--- src/tec_pkg.sv ---
/*
  Package for the 16-bit timer/event counter: register indices and byte
  addresses, field positions, reset values, mode codes and carrier structs.
  Assumes an APB slave with a 20-bit byte address and 32-bit data.
*/
package tec_pkg;

  // ==========================================================================
  // Register map (index; byte address is four times the index)
  // ==========================================================================
  localparam logic [15:0] IDX_COUNT = 16'hff12;
  localparam logic [15:0] IDX_CCFIRST = 16'hff14;
  localparam logic [15:0] IDX_CCSECOND = 16'hff16;
  localparam logic [15:0] IDX_MODECTL = 16'hff60;
  localparam logic [15:0] IDX_CCCTL = 16'hff61;
  localparam logic [15:0] IDX_PRESC = 16'hff62;
  localparam logic [15:0] IDX_OUTCTL = 16'hff63;
  localparam logic [19:0] ADDR_COUNT = {2'b00, IDX_COUNT, 2'b00};
  localparam logic [19:0] ADDR_CCFIRST = {2'b00, IDX_CCFIRST, 2'b00};
  localparam logic [19:0] ADDR_CCSECOND = {2'b00, IDX_CCSECOND, 2'b00};
  localparam logic [19:0] ADDR_MODECTL = {2'b00, IDX_MODECTL, 2'b00};
  localparam logic [19:0] ADDR_CCCTL = {2'b00, IDX_CCCTL, 2'b00};
  localparam logic [19:0] ADDR_PRESC = {2'b00, IDX_PRESC, 2'b00};
  localparam logic [19:0] ADDR_OUTCTL = {2'b00, IDX_OUTCTL, 2'b00};

  // ==========================================================================
  // Field positions
  // ==========================================================================
  localparam int MC_OVF = 0;
  localparam int MC_SEL_LO = 2;
  localparam int MC_SEL_HI = 3;
  localparam int CC_MODE_FIRST = 0;
  localparam int CC_SOURCE = 1;
  localparam int CC_MODE_SECOND = 2;
  localparam int PR_CLK_LSB = 0;
  localparam int PR_EDGE_FIRST_LSB = 4;
  localparam int PR_EDGE_SECOND_LSB = 6;
  localparam int OC_ENABLE = 0;
  localparam int OC_INV_FIRST = 1;
  localparam int OC_INV_SECOND = 2;
  localparam int OC_ONESHOT_MODE = 4;
  localparam int OC_ONESHOT_TRIG = 6;

  // ==========================================================================
  // Reset values and codes
  // ==========================================================================
  localparam logic [15:0] RST_COUNT = 16'h0000;
  localparam logic [15:0] RST_CC = 16'h0000;
  localparam logic [7:0] RST_CTL = 8'h00;
  localparam logic [15:0] COUNT_MAX = 16'hffff;

  localparam logic [1:0] OPM_STOP = 2'b00;
  localparam logic [1:0] OPM_CLR_EDGE = 2'b01;
  localparam logic [1:0] OPM_FREE = 2'b10;
  localparam logic [1:0] OPM_CLR_MATCH = 2'b11;

  localparam logic [1:0] EDGE_FALL = 2'b00;
  localparam logic [1:0] EDGE_RISE = 2'b01;
  localparam logic [1:0] EDGE_BOTH = 2'b11;

  localparam logic [1:0] CLK_DIV1 = 2'b00;
  localparam logic [1:0] CLK_DIV4 = 2'b01;
  localparam logic [1:0] CLK_DIV16 = 2'b10;
  localparam logic [1:0] CLK_EVENT = 2'b11;
  localparam logic [3:0] DIV4_LAST = 4'h3;
  localparam logic [3:0] DIV16_LAST = 4'hf;

  // ==========================================================================
  // Types
  // ==========================================================================
  typedef enum logic [1:0] {
    TEC_OS_IDLE = 2'b01,
    TEC_OS_RUN = 2'b10
  } tec_oneshot_e;

  typedef struct packed {
    logic psel;
    logic penable;
    logic pwrite;
    logic [19:0] paddr;
    logic [31:0] pwdata;
    logic [3:0] pstrb;
  } tec_apb_req_s;

  typedef struct packed {
    logic pready;
    logic [31:0] prdata;
    logic pslverr;
  } tec_apb_rsp_s;

  typedef struct packed {
    tec_apb_rsp_s rsp;
    logic [2:0] syncFirst;
    logic [2:0] syncSecond;
    logic fltFirst;
    logic fltSecond;
    logic [3:0] div;
    logic [15:0] count;
    logic [15:0] ccFirst;
    logic [15:0] ccSecond;
    logic [7:0] modeCtl;
    logic [7:0] ccCtl;
    logic [7:0] presc;
    logic [7:0] outCtl;
    tec_oneshot_e oneshot;
    logic outLevel;
    logic outEnable;
    logic irqFirst;
    logic irqSecond;
  } tec_state_s;

endpackage

--- src/tec_timer_event_counter.sv ---
/*
  16-bit timer/event counter with two capture/compare registers, input
  edge selection, interval, square-wave, pulse and one-shot output.
  Assumes an APB master on the same clock and asynchronous input pins that
  are synchronised here.
*/
`timescale 1ns/1ps

// Function
// - Interval mode raises a periodic request every 1 to 65536 count clocks.
// - Input pulses count only if each level lasts two peripheral clocks.
// - Square-wave cycle is twice (programmed count plus one) times the count clock period.
// - Pulse mode gives programmable cycle and width, width below cycle.
// - One-shot mode emits a single pulse with software-set width.
// - Counter is read-only and increments once per count clock.
// - Reading the counter returns its instant value without losing counts.
// - Counter clears at reset and when both mode select bits are zero.
// - Edge clear-and-start mode clears the counter on each selected first-pin edge.
// - Match clear-and-start mode clears the counter on first-register match.
// - Writing the one-shot trigger clears the counter and starts a pulse.
// - Reading the counter never captures into the second register.
// - Control bit 0 selects capture or compare for the first register.
// - First register resets to zero and takes only full 16-bit writes.
// - In compare mode, equality with the counter raises the first request.
// - Source bit one captures from the first pin, zero from the second.
// - First-pin capture uses the opposite edge; code 11 captures nothing.
// - Second-pin capture uses the selected edge, both edges for code 11.
// - First-pin edge field at bits 5:4, second at bits 7:6.
// - Source bit at bit 1, capture/compare mode bit at bit 0.
// - Counting starts when mode select is nonzero and stops at 00.
module tec_timer_event_counter
(
  input wire logic clock, // 100 MHz peripheral clock
  input wire logic nrst, // Asynchronous reset, active low
  input tec_pkg::tec_apb_req_s apbReq, // APB request group
  output tec_pkg::tec_apb_rsp_s apbRsp, // APB response group
  input wire logic timerInputFirst, // First timer input pin
  input wire logic timerInputSecond, // Second timer input pin
  output logic timerOutputPin, // Timer output level
  output logic timerOutputEnable, // High while the output pin is driven
  output logic compareFirstIrq, // One-cycle request on first match
  output logic compareSecondIrq // One-cycle request on second match
);
  import tec_pkg::*;

  // ==========================================================================
  // Helpers
  // ==========================================================================
  function automatic logic edgeHit(input logic [1:0] code, input logic rise,
                                   input logic fall);
    logic hit;
    hit = 1'b0;
    unique case (code)
      EDGE_FALL: hit = fall;
      EDGE_RISE: hit = rise;
      EDGE_BOTH: hit = rise | fall;
      default: hit = 1'b0;
    endcase
    return hit;
  endfunction

  function automatic logic [31:0] widen16(input logic [15:0] v);
    return {16'h0000, v};
  endfunction

  function automatic logic [31:0] widen8(input logic [7:0] v);
    return {24'h000000, v};
  endfunction

  // ==========================================================================
  // State
  // ==========================================================================
  tec_state_s q;
  tec_state_s d;

  logic riseFirst;
  logic fallFirst;
  logic riseSecond;
  logic fallSecond;
  logic [1:0] opMode;
  logic running;
  logic presTick;
  logic countTick;
  logic edgeFirst;
  logic capTrigFirst;
  logic capTrigSecond;
  logic matchFirst;
  logic matchSecond;
  logic clearCount;
  logic wrapNow;
  logic setup;
  logic commit;
  logic doWrite;
  logic oneshotMode;
  logic oneshotTrig;
  logic pulseActive;
  logic fullWord16;

  always_comb
  begin
    d = q;

    // ========================================================================
    // Pin synchronisers and level filter
    // ========================================================================
    // A new level is accepted only once stages two and three agree, so a
    // level must stand for two clocks before it counts as an edge.
    d.syncFirst = {q.syncFirst[1:0], timerInputFirst};
    d.syncSecond = {q.syncSecond[1:0], timerInputSecond};
    if (q.syncFirst[1] == q.syncFirst[2])
    begin
      d.fltFirst = q.syncFirst[2];
    end
    if (q.syncSecond[1] == q.syncSecond[2])
    begin
      d.fltSecond = q.syncSecond[2];
    end
    riseFirst = d.fltFirst & ~q.fltFirst;
    fallFirst = ~d.fltFirst & q.fltFirst;
    riseSecond = d.fltSecond & ~q.fltSecond;
    fallSecond = ~d.fltSecond & q.fltSecond;

    // ========================================================================
    // Edge decoding
    // ========================================================================
    edgeFirst = edgeHit(q.presc[PR_EDGE_FIRST_LSB +: 2], riseFirst, fallFirst);
    // The first pin captures on the edge opposite to its valid edge.
    unique case (q.presc[PR_EDGE_FIRST_LSB +: 2])
      EDGE_RISE: capTrigFirst = fallFirst;
      EDGE_FALL: capTrigFirst = riseFirst;
      default: capTrigFirst = 1'b0;
    endcase
    capTrigSecond = edgeHit(q.presc[PR_EDGE_SECOND_LSB +: 2], riseSecond,
                            fallSecond);

    // ========================================================================
    // Count clock
    // ========================================================================
    opMode = {q.modeCtl[MC_SEL_HI], q.modeCtl[MC_SEL_LO]};
    running = (opMode != OPM_STOP);
    d.div = running ? q.div + 4'h1 : 4'h0;
    unique case (q.presc[PR_CLK_LSB +: 2])
      CLK_DIV1: presTick = 1'b1;
      CLK_DIV4: presTick = (q.div[1:0] == DIV4_LAST[1:0]);
      CLK_DIV16: presTick = (q.div == DIV16_LAST);
      CLK_EVENT: presTick = edgeFirst;
      default: presTick = 1'b0;
    endcase
    countTick = running & presTick;

    // ========================================================================
    // APB decode
    // ========================================================================
    setup = apbReq.psel & ~apbReq.penable;
    commit = apbReq.psel & apbReq.penable & q.rsp.pready;
    doWrite = commit & apbReq.pwrite;
    fullWord16 = (apbReq.pstrb[1:0] == 2'b11);
    oneshotMode = q.outCtl[OC_ONESHOT_MODE];
    oneshotTrig = doWrite && (apbReq.paddr == ADDR_OUTCTL) && apbReq.pstrb[0]
                  && apbReq.pwdata[OC_ONESHOT_TRIG] && oneshotMode;

    // ========================================================================
    // Counter and compare
    // ========================================================================
    // The comparison happens only on a count, so a match-clear period is
    // the compare value plus one count clock.
    matchFirst = countTick & ~q.ccCtl[CC_MODE_FIRST] & (q.count == q.ccFirst);
    matchSecond = countTick & ~q.ccCtl[CC_MODE_SECOND] & (q.count == q.ccSecond);
    clearCount = matchFirst & (opMode == OPM_CLR_MATCH);
    wrapNow = countTick & ~clearCount & (q.count == COUNT_MAX);
    d.irqFirst = matchFirst;
    d.irqSecond = matchSecond;

    if (!running)
    begin
      d.count = RST_COUNT;
    end
    else if ((opMode == OPM_CLR_EDGE) && edgeFirst)
    begin
      d.count = RST_COUNT;
    end
    else if (oneshotTrig)
    begin
      d.count = RST_COUNT;
    end
    else if (clearCount)
    begin
      d.count = RST_COUNT;
    end
    else if (countTick)
    begin
      d.count = q.count + 16'h0001;
    end

    // ========================================================================
    // Output control
    // ========================================================================
    // Square wave: toggle on first match only. Pulse generation: toggle on
    // both matches, so the second value sets the width and the first the
    // cycle. One-shot: toggles act only while the single pulse runs.
    pulseActive = ~oneshotMode | (q.oneshot == TEC_OS_RUN);
    if (pulseActive && q.outCtl[OC_ENABLE])
    begin
      d.outLevel = q.outLevel ^ (matchFirst & q.outCtl[OC_INV_FIRST])
                   ^ (matchSecond & q.outCtl[OC_INV_SECOND]);
    end
    if (!q.outCtl[OC_ENABLE])
    begin
      d.outLevel = 1'b0;
    end
    d.outEnable = q.outCtl[OC_ENABLE];

    unique case (q.oneshot)
      TEC_OS_IDLE:
      begin
        if (oneshotTrig && running)
        begin
          d.oneshot = TEC_OS_RUN;
          d.outLevel = 1'b0;
        end
      end
      TEC_OS_RUN:
      begin
        if (!oneshotMode || !running || matchFirst)
        begin
          d.oneshot = TEC_OS_IDLE;
        end
      end
      default: d.oneshot = TEC_OS_IDLE;
    endcase

    // ========================================================================
    // Register writes
    // ========================================================================
    d.outCtl[OC_ONESHOT_TRIG] = 1'b0;
    if (doWrite)
    begin
      unique case (apbReq.paddr)
        ADDR_CCFIRST:
        begin
          if (fullWord16)
          begin
            d.ccFirst = apbReq.pwdata[15:0];
          end
        end
        ADDR_CCSECOND:
        begin
          if (fullWord16)
          begin
            d.ccSecond = apbReq.pwdata[15:0];
          end
        end
        ADDR_MODECTL:
        begin
          if (apbReq.pstrb[0])
          begin
            d.modeCtl[MC_SEL_HI:MC_SEL_LO] = apbReq.pwdata[MC_SEL_HI:MC_SEL_LO];
            d.modeCtl[1] = apbReq.pwdata[1];
            d.modeCtl[MC_OVF] = q.modeCtl[MC_OVF] & apbReq.pwdata[MC_OVF];
          end
        end
        ADDR_CCCTL:
        begin
          if (apbReq.pstrb[0])
          begin
            d.ccCtl = {5'b00000, apbReq.pwdata[2:0]};
          end
        end
        ADDR_PRESC:
        begin
          if (apbReq.pstrb[0])
          begin
            d.presc = {apbReq.pwdata[7:4], 2'b00, apbReq.pwdata[1:0]};
          end
        end
        ADDR_OUTCTL:
        begin
          if (apbReq.pstrb[0])
          begin
            d.outCtl = {1'b0, 1'b0, 1'b0, apbReq.pwdata[4], 1'b0,
                        apbReq.pwdata[2:0]};
          end
        end
        default:
        begin
          d.outCtl[OC_ONESHOT_TRIG] = 1'b0;
        end
      endcase
    end

    // A wrap sets the overflow flag even if software clears it this cycle.
    if (wrapNow)
    begin
      d.modeCtl[MC_OVF] = 1'b1;
    end

    // ========================================================================
    // Captures
    // ========================================================================
    // A capture overrides a software write that lands in the same cycle.
    if (q.ccCtl[CC_MODE_FIRST] && running)
    begin
      if (q.ccCtl[CC_SOURCE] ? capTrigFirst : capTrigSecond)
      begin
        d.ccFirst = q.count;
      end
    end
    // Only the first pin's valid edge captures here, never a counter read.
    if (q.ccCtl[CC_MODE_SECOND] && running && edgeFirst)
    begin
      d.ccSecond = q.count;
    end

    // ========================================================================
    // APB response
    // ========================================================================
    // Zero wait states: pready is high in the first access cycle. The read
    // data is a snapshot taken at the setup edge, so the counter never has
    // to stop and no count is dropped.
    d.rsp.pready = setup;
    if (setup)
    begin
      d.rsp.prdata = 32'h00000000;
      d.rsp.pslverr = 1'b0;
      unique case (apbReq.paddr)
        ADDR_COUNT:
        begin
          d.rsp.prdata = widen16(q.count);
          d.rsp.pslverr = apbReq.pwrite;
        end
        ADDR_CCFIRST:
        begin
          d.rsp.prdata = widen16(q.ccFirst);
          d.rsp.pslverr = apbReq.pwrite & ~fullWord16;
        end
        ADDR_CCSECOND:
        begin
          d.rsp.prdata = widen16(q.ccSecond);
          d.rsp.pslverr = apbReq.pwrite & ~fullWord16;
        end
        ADDR_MODECTL: d.rsp.prdata = widen8(q.modeCtl);
        ADDR_CCCTL: d.rsp.prdata = widen8(q.ccCtl);
        ADDR_PRESC: d.rsp.prdata = widen8(q.presc);
        ADDR_OUTCTL: d.rsp.prdata = widen8(q.outCtl);
        default: d.rsp.pslverr = 1'b1;
      endcase
    end
    else if (commit)
    begin
      d.rsp.pslverr = q.rsp.pslverr;
    end
    else
    begin
      d.rsp.prdata = 32'h00000000;
      d.rsp.pslverr = 1'b0;
    end
  end

  // ==========================================================================
  // State register
  // ==========================================================================
  always_ff @(posedge clock or negedge nrst)
  begin
    if (!nrst)
    begin
      q.rsp <= '0;
      q.syncFirst <= 3'b000;
      q.syncSecond <= 3'b000;
      q.fltFirst <= 1'b0;
      q.fltSecond <= 1'b0;
      q.div <= 4'h0;
      q.count <= RST_COUNT;
      q.ccFirst <= RST_CC;
      q.ccSecond <= RST_CC;
      q.modeCtl <= RST_CTL;
      q.ccCtl <= RST_CTL;
      q.presc <= RST_CTL;
      q.outCtl <= RST_CTL;
      q.oneshot <= TEC_OS_IDLE;
      q.outLevel <= 1'b0;
      q.outEnable <= 1'b0;
      q.irqFirst <= 1'b0;
      q.irqSecond <= 1'b0;
    end
    else
    begin
      q <= d;
    end
  end

  assign apbRsp = q.rsp;
  assign timerOutputPin = q.outLevel;
  assign timerOutputEnable = q.outEnable;
  assign compareFirstIrq = q.irqFirst;
  assign compareSecondIrq = q.irqSecond;

endmodule
--- config.mk ---
export PLATFORM = sky130hd
export DESIGN_NAME = tec_timer_event_counter
export DESIGN_NICKNAME = d
export VERILOG_FILES = /design/src/tec_pkg.sv /design/src/tec_timer_event_counter.sv
export SDC_FILE = /design/constraint.sdc
export NUM_CORES = 1
export LEC_CHECK = 0
export BUFFER_PORTS_ARGS = -buffer_cell sky130_fd_sc_hd__clkbuf_2
export CAP_MARGIN = 20
export CORE_MARGIN = 3
export CORE_UTILIZATION = 35
export DETAILED_ROUTE_END_ITERATION = 8
export GPL_ROUTABILITY_DRIVEN = 0
export PLACE_DENSITY = 0.56
export REMOVE_ABC_BUFFERS = 1
export SYNTH_ARGS = -nofsm -noshare
export SYNTH_HDL_FRONTEND = slang
export SYNTH_SLANG_ARGS = --single-unit
--- constraint.sdc ---
create_clock -name clock -period 6.25 [get_ports clock]
set_input_delay 1.25 -clock clock [delete_from_list [all_inputs] [get_ports clock]]
set_output_delay 1.25 -clock clock [all_outputs]
set_load 0.05 [all_outputs]
; ---- After elaboration in Yosys (flattened, before gate mapping)
; Cells that the tools add are included.
[classes]
n_reduce_logical = 33
bitwise_logic = 35
mux = 44
addsub = 2
n_eq_ne = 30
[op_table]
columns = op, n
row1 = two-way mux 16 bit, 12
row2 = equality test 20 x 18 -> 1 bit (second input constant), 7
row3 = case mux 16 bit (7 select lines), 1
row4 = two-way mux 32 bit, 2
row5 = two-way mux 33 bit, 1
row6 = equality test 16 bit, 2
row7 = two-way mux 25 bit, 1
row8 = two-way mux 8 bit, 3
row9 = AND 1 bit, 20
row10 = AND reduction 3 bit, 6
row11 = adder 16 x 1 -> 16 bit (second input constant), 1
row12 = equality test 16 bit (second input constant), 1
row13 = equality test 2 bit (second input constant), 8
row14 = nonzero test 2 bit, 7
row15 = two-way mux 1 bit, 12
row16 = equality test 2 x 1 -> 1 bit (second input constant), 5
row17 = logical AND 1 bit, 10
row18 = inverter 1 bit, 10
row19 = case mux 1 bit (3 select lines), 3
row20 = logical NOT 2 bit, 3
row21 = two-way mux 3 bit, 2
row22 = two-way mux 6 bit, 1
row23 = two-way mux 5 bit, 1
row24 = inequality test 5 x 1 -> 1 bit (second input constant), 1
row25 = 17 further kinds, 24
[totals]
register_bits = 118
output_inout_bits = 38

; ---- Longest topological paths before layout
; Gate-level depths: netlist (run 1).
[logic_depth]
depth_word = 17
ltp_mapped = 12

; ---- Worst setup path before layout (run 1)
; No wires, ideal clock.
[synth_path]
kind = input-to-reg
startpoint = input port apbReq[37] in the netlist's numbering
endpoint = register q[76] in the netlist's numbering
stages = 9
path_buffers = 2
setup_slack_ns = 3.176
setup_time_ns = 0.119
arrival_ns = 2.955
path_cell_list = or4_4 > nor4_4 > nand3_1 > nor3_2 > or2_1 > buf_2 > o21bai_2 > buf_6 > nor2_1
[synth_via]
elab_chain_cells = 8
elab_cells_between_ends = 9
classes_between = eq/ne (2) / mux (3) / reduce/logical (4)
[synth_lines]
columns = element, line_no
row1 = "start, declared", tec_timer_event_counter.sv:35  ; input tec_pkg::tec_apb_req_s apbReq,
row2 = equality test 20 x 18 -> 1 bit (*), tec_timer_event_counter.sv:159  ; oneshotTrig = doWrite && (apbReq.paddr == ADDR_OUTCTL) && apbReq.pstrb[0]
row3 = logical AND 1 bit (*) (2 in a row), tec_timer_event_counter.sv:159
row4 = logical AND 1 bit (*) (2 in a row), tec_timer_event_counter.sv:160  ; && apbReq.pwdata[OC_ONESHOT_TRIG] && oneshotMode;
row5 = two-way mux 16 bit, tec_timer_event_counter.sv:182  ; else if (oneshotTrig)
row6 = two-way mux 16 bit, tec_timer_event_counter.sv:178  ; else if ((opMode == OPM_CLR_EDGE) && edgeFirst)
row7 = two-way mux 16 bit, tec_timer_event_counter.sv:174  ; if (!running)
row8 = "end, declared", tec_timer_event_counter.sv:73  ; tec_state_s q;
; Every way passes the cells marked *; elsewhere a longest branch is shown, timed or not.
; A chain may end at the register's enable or synchronous reset.

; ---- Worst setup path after layout (run 1)
[layout_path]
startpoint = input port apbReq[57] in the netlist's numbering
endpoint = register q[83] in the netlist's numbering
[layout_via]
elab_chain_cells = 10
elab_cells_between_ends = 11
classes_between = eq/ne (1) / mux (3) / bitwise (3) / reduce/logical (4)
[layout_lines]
columns = element, line_no
row1 = AND 1 bit (*) (2 in a row), tec_timer_event_counter.sv:155  ; commit = apbReq.psel & apbReq.penable & q.rsp.pready;
row2 = AND 1 bit (*), tec_timer_event_counter.sv:156  ; doWrite = commit & apbReq.pwrite;
row3 = logical AND 1 bit (*) (2 in a row), tec_timer_event_counter.sv:159
row4 = logical AND 1 bit (*) (2 in a row), tec_timer_event_counter.sv:160
row5 = two-way mux 16 bit, tec_timer_event_counter.sv:182
row6 = two-way mux 16 bit, tec_timer_event_counter.sv:178
row7 = two-way mux 16 bit, tec_timer_event_counter.sv:174
; Marks and branches as above.

==> results of run 1 <==
cell usage in the layout (no fill, tap or decap), drive strengths merged, types with 6 or more instances in the layout:
master	count
xnor2	33
inv	7
a31oi	13
conb	16
mux2i	38
clkbuf	76
and2b	7
o21ai	63
nand4	14
and2	6
mux2	19
a21oi	19
nor2	40
nor2b	9
ha	6
dfrtp	100
xor2	13
and3	7
nand3	20
nor3	7
nand2	71
worst paths after layout:
kind / start / to / slack [ns] / cells past startpoint
max: apbReq[57] / q[83] / 2.59 / 8
min: d[96] / d[97] / 0.35 / 0
max reg2reg: apbRsp[33] / q[83] / 3.23 / 7
min reg2reg: d[96] / d[97] / 0.35 / 0
max in group asynchronous: nrst / q[65] / 4.19 / 2
min in group asynchronous: nrst / apbRsp[33] / 0.86 / 1
critical path: stages:
cell and delay, ns:
clkbuf_2 0.09, and3_1 0.60, and2_1 0.64, nand3_1 0.26, nor3_2 0.32, or2_1 0.30
o21bai_2 0.29, nor2_1 0.11
layer usage:
metal / vias up / GRT usage, % / share of wire, % / wire length [microns]
met5: - / 0 / 0 / 0
met4: 0 / 6.49 / 2.6 / 376
li1: 2106 / - / - / -
met2: 113 / 26.6 / 48 / 7140
met3: 26 / 2.79 / 3.8 / 562
met1: 2189 / 22.3 / 45 / 6650
cells by family (layout without fill, tap and decap cells):
family | count (synthesis) | after routing
flops | 101 | 101
simple gates | 203 | 203
mux | 59 | 59
buf+inv | 83 | 93
compound gates | 113 | 113
other cells | 1 | 16
fa+ha+maj | 6 | 6
xor+xnor | 46 | 46
metrics by stage:
stage | std cells | hold slack (ns) | total power [mW] | setup slack, ns
after floorplan | 551 | 0.331 | 0.713 | 2.86
after global routing | 853 | 0.357 | 1.46 | 2.44
after global placement | 837 | 0.332 | 0.756 | 2.29
final | 853 | 0.351 | 1.41 | 2.59
after CTS | 853 | 0.353 | 1.42 | 2.60
after detailed placement | 837 | 0.336 | 0.758 | 2.22
flip-flops by register name (all words and copies together), names as in the netlist:
signal and count:
apbRsp 18, timerOutputEnable 1, timerOutputPin 1, oneshotMode 1, d 5, opMode 2
compareFirstIrq 1, compareSecondIrq 1, q 71
power groups by stage:
stage	Clock [mW]	Sequential, mW	Combinational [mW]
floorplan	0	0.675	0.0385
global placement	0	0.672	0.0844
detailed placement	0	0.672	0.0854
CTS	0.679	0.660	0.0858
global route	0.708	0.660	0.0928
finish	0.665	0.660	0.0845
final cells by class:
type | count | share of cell area, %
Inverter | 7 | 0.409
Timing Repair Buffer | 70 | 5.65
Clock inverter | 5 | 1.66
Sequential cell | 101 | 39.4
Tap cell | 216 | 4.21
Clock buffer | 11 | 3.94
Multi-Input combinational cell | 443 | 44.8
==> qor.tcl, run 1 <==
set qor(fp.coreArea_sq_mm) 0.0161
set qor(synth_async_sr_flop_share_pct) 100
set qor(clk-insertion-delay-late_ns) 0.35
set qor(post-route-period-util_pct) 58.5
set qor(synth.lib_cells_used.distinct) 56
set qor(power_frac_seq_pct) 46.8
set qor(worst_slew_pin_slew_ns) 1.13
set qor(yosys.area.top_type) {dfrtp_1}
set qor(power_per_cell_area_mw_per_mm2) 219
set qor(p_leak_nw) 2.72
set qor(per_cell_via_count_in_the_routed_design) 5.20
set qor(area_growth_pct) 9.92
set qor(synthSimpleGateAreaFrac_pct) 17.8
set qor(drtIter0Drc) 339
set qor(report.final.slew_viol_count) 0
set qor(global_route_wire_length_before_repair_microns) 23700
set qor(layout.nets) 701
set qor(io_pins) 101
set qor(max_clock_buf_depth) 2
set qor(drt-total-wl_microns) 14700
set qor(clk_pin_slew_ns) 0.07
set qor(worstPathArrival_ns) 3.87
set qor(sw_frac_of_total_pct) 22.4
set qor(std_cell_rows) 46
set qor(synth-adder-area-share_pct) 1.29
set qor(period_needed_ns) 3.66
set qor(syn-mean-instance-area_sq_um) 9.55
set qor(critPathLaunchType) {primary input}
set qor(detailedPlacementHpwl_microns) 10800
set qor(antenna_violating_nets_post_route) 0
set qor(synth_enable_flop_cells) 0
set qor(synth_area_sq_mm) 0.00584
set qor(total_of_cells_resized_after_clock_tree_synthesis) 0
set qor(grt_setup_unrepaired) {no}
set qor(routedWlPerCell_microns) 17.3
set qor(share_clk_of_total_power_pct) 47.2
set qor(tritoncts_num_sinks) 101
set qor(fmax_ghz) 0.274
set qor(detail_route.drc_violations) 0
set qor(synthFlopType) {dfrtp_1}
set qor(htree_num_levels) 3
set qor(worst-setup-path-type) {primary input to flip-flop}
set qor(internal_power_mw) 1.09
set qor(synth-compound-area-share_pct) 11.0
set qor(worst_clock_skew_ns) 0.00900
set qor(core_util_final_pct) 39.8
set qor(post_synth_inst_count) 612
set qor(seq_cell_area_sq_mm) 0.00253
set qor(post-cts-setup-buffer-count) 0
set qor(yosys-top-cells-count) {dfrtp_1, nand2_1, o21ai_0}
set qor(setup_viol) 0
set qor(fin_tns_setup_ns) 0
set qor(start_util_pct) 36.3
set qor(yosys-top-cells-area) {dfrtp_1, mux2i_1, xnor2_1}
set qor(number_of_global_route_vias_before_repair) 4373
set qor(yosysWarningCount) 0
set qor(numPortBuffers) 66
set qor(post_synth_mux_area_share_pct) 11.1
set qor(synthMostInstantiatedCell) {dfrtp_1}
set qor(vdd.ir_drop.worst_uv) 142
set qor(drtPass1Iterations) 5
set qor(yosys_register_bits) 101
set qor(post_route_cells_drive_above_1_share_pct) 18.5
set qor(grt.total_usage_pct) 16.5
set qor(synth_seq_area_share_pct) 43.3
set qor(cts_made_buffers) 9
set qor(dominant_combinational_cell_family_by_area_after_synthesis) {simple AND/OR/NAND/NOR gates}
set qor(hold_viol) 0
set qor(path_max_fanout) 19
set qor(total_switching_power_mw) 0.316
set qor(cts-hold-fix-buffers) 0
set qor(multiInputGateArea_sq_mm) 0.00287
set qor(synth_largest_type_area_fraction_pct) 42.8
set qor(slew-limit-headroom_pct) 24.8
set qor(timing.critical_path.required_ns) 6.46
set qor(cts_root_buffer) {clkbuf_16}
set qor(total_inserted_antenna_cells) 0
set qor(fillers) 1618
set qor(worstSetupEndpointType) {flip-flop}
set qor(dpl-instance-area_sq_mm) 0.00606
set qor(floorplan.die.width_microns) 135
set qor(comb_power_share_pct) 6.0
set qor(floorplan.die_area_sq_mm) 0.0183
set qor(clock_tree_from_tritoncts) {yes}
set qor(overflow) 0
set qor(postLayoutCellArea_sq_mm) 0.00642
set qor(maxCapViolCount) 0
set qor(number_of_antenna_violations_at_the_first_check_in_global_routing) 0
set qor(vias) 4434
set qor(min_path_type) {flip-flop to flip-flop}
set qor(status) {finished, final reports clean}
set qor(grt_start_max_net_pins) 66
set qor(floorplan.die.height_microns) 135
set qor(post_synth_xor_area_fraction_pct) 6.90
(Power assumes the default switching activity.)
==> inputs of run 2 (changes only) <==
--- a/config.mk
+++ b/config.mk
@@ -11,7 +11,7 @@
 export CORE_UTILIZATION = 35
 export DETAILED_ROUTE_END_ITERATION = 8
 export GPL_ROUTABILITY_DRIVEN = 0
-export PLACE_DENSITY = 0.56
+export PLACE_DENSITY = 0.58
 export REMOVE_ABC_BUFFERS = 1
 export SYNTH_ARGS = -nofsm -noshare
 export SYNTH_HDL_FRONTEND = slang
==> constraint.sdc (replaced) <==
create_clock -name clock -period 3.2 [get_ports clock]
set_input_delay 0.64 -clock clock [delete_from_list [all_inputs] [get_ports clock]]
set_output_delay 0.64 -clock clock [all_outputs]
set_load 0.05 [all_outputs]
==> qor.tcl, run 2 (synthesis results as in run 1) <==
set qor(number_of_antenna_violations_at_the_first_check_in_global_routing) 0
set qor(htree_num_levels) 3
set qor(timing.hold.worst_endpoint) {d[97]}
set qor(number_of_flip_flops_in_the_largest_register) 71
set qor(std_cell_rows) 46
set qor(cp_num_cells) 11
set qor(regMostFlops) {q}
set qor(overflow) 0
set qor(drt-total-wl_microns) 15100
set qor(tritoncts_num_sinks) 101
set qor(min-delay-start) {d[96]}
set qor(fp.coreArea_sq_mm) 0.0161
set qor(grt_start_max_net_pins) 58
set qor(vdd.ir_drop.worst_uv) 260
set qor(critical-path-slowest-cell) {a211oi_1}
set qor(critical-path-max-stage-delay_ns) 0.48
set qor(critical_path.cell_chain) {a21o_1, o21a_1, inv_1, ha_1, or3b_1, and3_1, a211oi_1, nand4_1, xnor2_1, or3_1, a21oi_1}
set qor(critPathLaunchType) {flip-flop}
set qor(clk-insertion-delay-late_ns) 0.35
set qor(post-route-period-util_pct) 90.8
set qor(worstPathArrival_ns) 3.18
set qor(hold_viol) 0
set qor(critical_path.top_delay_family) {simple AND/OR/NAND/NOR gates}
set qor(power_per_cell_area_mw_per_mm2) 400
set qor(slew-limit-headroom_pct) 48.3
set qor(post-cts-setup-buffer-count) 0
set qor(start_util_pct) 36.3
set qor(fillers) 1597
set qor(total_inserted_antenna_cells) 0
set qor(placed_cells_incl_taps) 853
set qor(drtPass1Iterations) 7
set qor(post_route_cells_drive_above_1_share_pct) 20.4
set qor(fmax_ghz) 0.344
set qor(worst_r2r_path_depth) 11
set qor(mostFrequentLayoutCell) {dfrtp_1}
set qor(cts_root_buffer) {clkbuf_16}
set qor(detailedPlacementHpwl_microns) 11000
set qor(seq_cell_area_sq_mm) 0.00253
set qor(path_buf_inv) 1
set qor(floorplan.die_area_sq_mm) 0.0183
set qor(max_clock_buf_depth) 2
set qor(period_needed_ns) 2.91
set qor(setup.reg_to_reg.worst_slack_ns) 0.29
set qor(setup_viol) 0
set qor(report.final.slew_viol_count) 0
set qor(worstSetupEndpointType) {flip-flop}
set qor(layout.nets) 717
set qor(global_route_wire_length_before_repair_microns) 23800
set qor(vias) 4538
set qor(clk_pin_slew_ns) 0.07
set qor(fin_cells) 869
set qor(fin_tns_setup_ns) 0
set qor(worst_slew_pin_slew_ns) 0.775
set qor(grt.total_usage_pct) 16.7
set qor(worst_clock_skew_ns) 0.00962
set qor(multiInputGateArea_sq_mm) 0.00287
set qor(floorplan.die.width_microns) 135
set qor(drtIter0Drc) 436
set qor(design_power_mw) 2.61
set qor(min_path_type) {flip-flop to flip-flop}
set qor(numPortBuffers) 66
set qor(routedWlPerCell_microns) 17.3
set qor(reg2reg_to) {timerOutputPin}
set qor(grt_setup_unrepaired) {no}
set qor(path_max_fanout) 4
set qor(clock_tree_from_tritoncts) {yes}
set qor(p_leak_nw) 2.79
set qor(io_pins) 101
set qor(area_growth_pct) 11.6
set qor(maxCapViolCount) 0
set qor(worst-setup-path-type) {flip-flop to flip-flop}
set qor(hold_depth) 0
set qor(cts_made_buffers) 9
set qor(detail_route.drc_violations) 0
set qor(total_of_cells_resized_after_clock_tree_synthesis) 0
set qor(worst_r2r_startpoint) {q[91]}
set qor(antenna_violating_nets_post_route) 0
set qor(per_cell_via_count_in_the_routed_design) 5.22
set qor(number_of_global_route_vias_before_repair) 4397
set qor(status) {finished, final reports clean}
set qor(mostFrequentLayoutCells) {dfrtp_1, nand2_1, clkbuf_2, o21ai_0, nor2_1}
set qor(floorplan.die.height_microns) 135
set qor(timing.critical_path.required_ns) 3.48
set qor(cts-hold-fix-buffers) 0
## run 2: cell types whose count changed in the layout (fill, tap and decap cells not counted), sizes merged
cell / delta
clkbuf: +2
bufinv: -2
buf: +16
## run 2: layout make-up
class / count / share of cell area, %
well taps: 216 / 4.15
clock buffers: 13 / 4.15
multi-input cells: 443 / 44.1
inverters: 7 / 0.403
repair buffers: 86 / 7.79
flip-flops and latches: 101 / 38.8
clock inverters: 3 / 0.652
## run 2: worst max path at each step
stage	startpoint	slack [ns]	end
2_1_floorplan	q[90]	0.07	q[54]
3_3_place_gp	q[91]	0.36	timerOutputPin
3_5_place_dp	q[91]	0.33	timerOutputPin
4_1_cts	q[91]	0.30	timerOutputPin
5_1_grt	q[91]	0.08	timerOutputPin
6_report	q[91]	0.29	timerOutputPin
## run 2: per-stage QoR
| step | area, sq um | utilization [%] | setup slack [ns] | hold WS [ns] |
|---|---|---|---|---|
| finish | 6520 | 40.5 | 0.294 | 0.350 |
| global route | 6520 | 40.5 | 0.0807 | 0.363 |
| CTS | 6520 | 40.5 | 0.304 | 0.352 |
| detailed placement | 6210 | 38.5 | 0.335 | 0.336 |
| global placement | 6210 | 38.5 | 0.363 | 0.332 |
| floorplan | 5420 | - | 0.0694 | 0.331 |
## run 2: routing by layer
layer | vias to the layer above | GRT usage [%] | share of wire (%) | wire, microns
met1 | 2216 | 22.8 | 44 | 6620
met4 | 0 | 6.49 | 2.8 | 426
met2 | 149 | 26.8 | 48 | 7170
met3 | 34 | 2.60 | 5.6 | 845
li1 | 2139 | - | - | -
met5 | - | 0 | 0 | 0
## run 2: power breakdown
| group | leakage [nW] | total (mW) | internal (mW) | switching [mW] |
|---|---|---|---|---|
| sequential | 1.22 | 1.29 | 1.28 | 0.00491 |
| clock | 0.152 | 1.15 | 0.670 | 0.481 |
| combinational | 1.42 | 0.170 | 0.0475 | 0.122 |
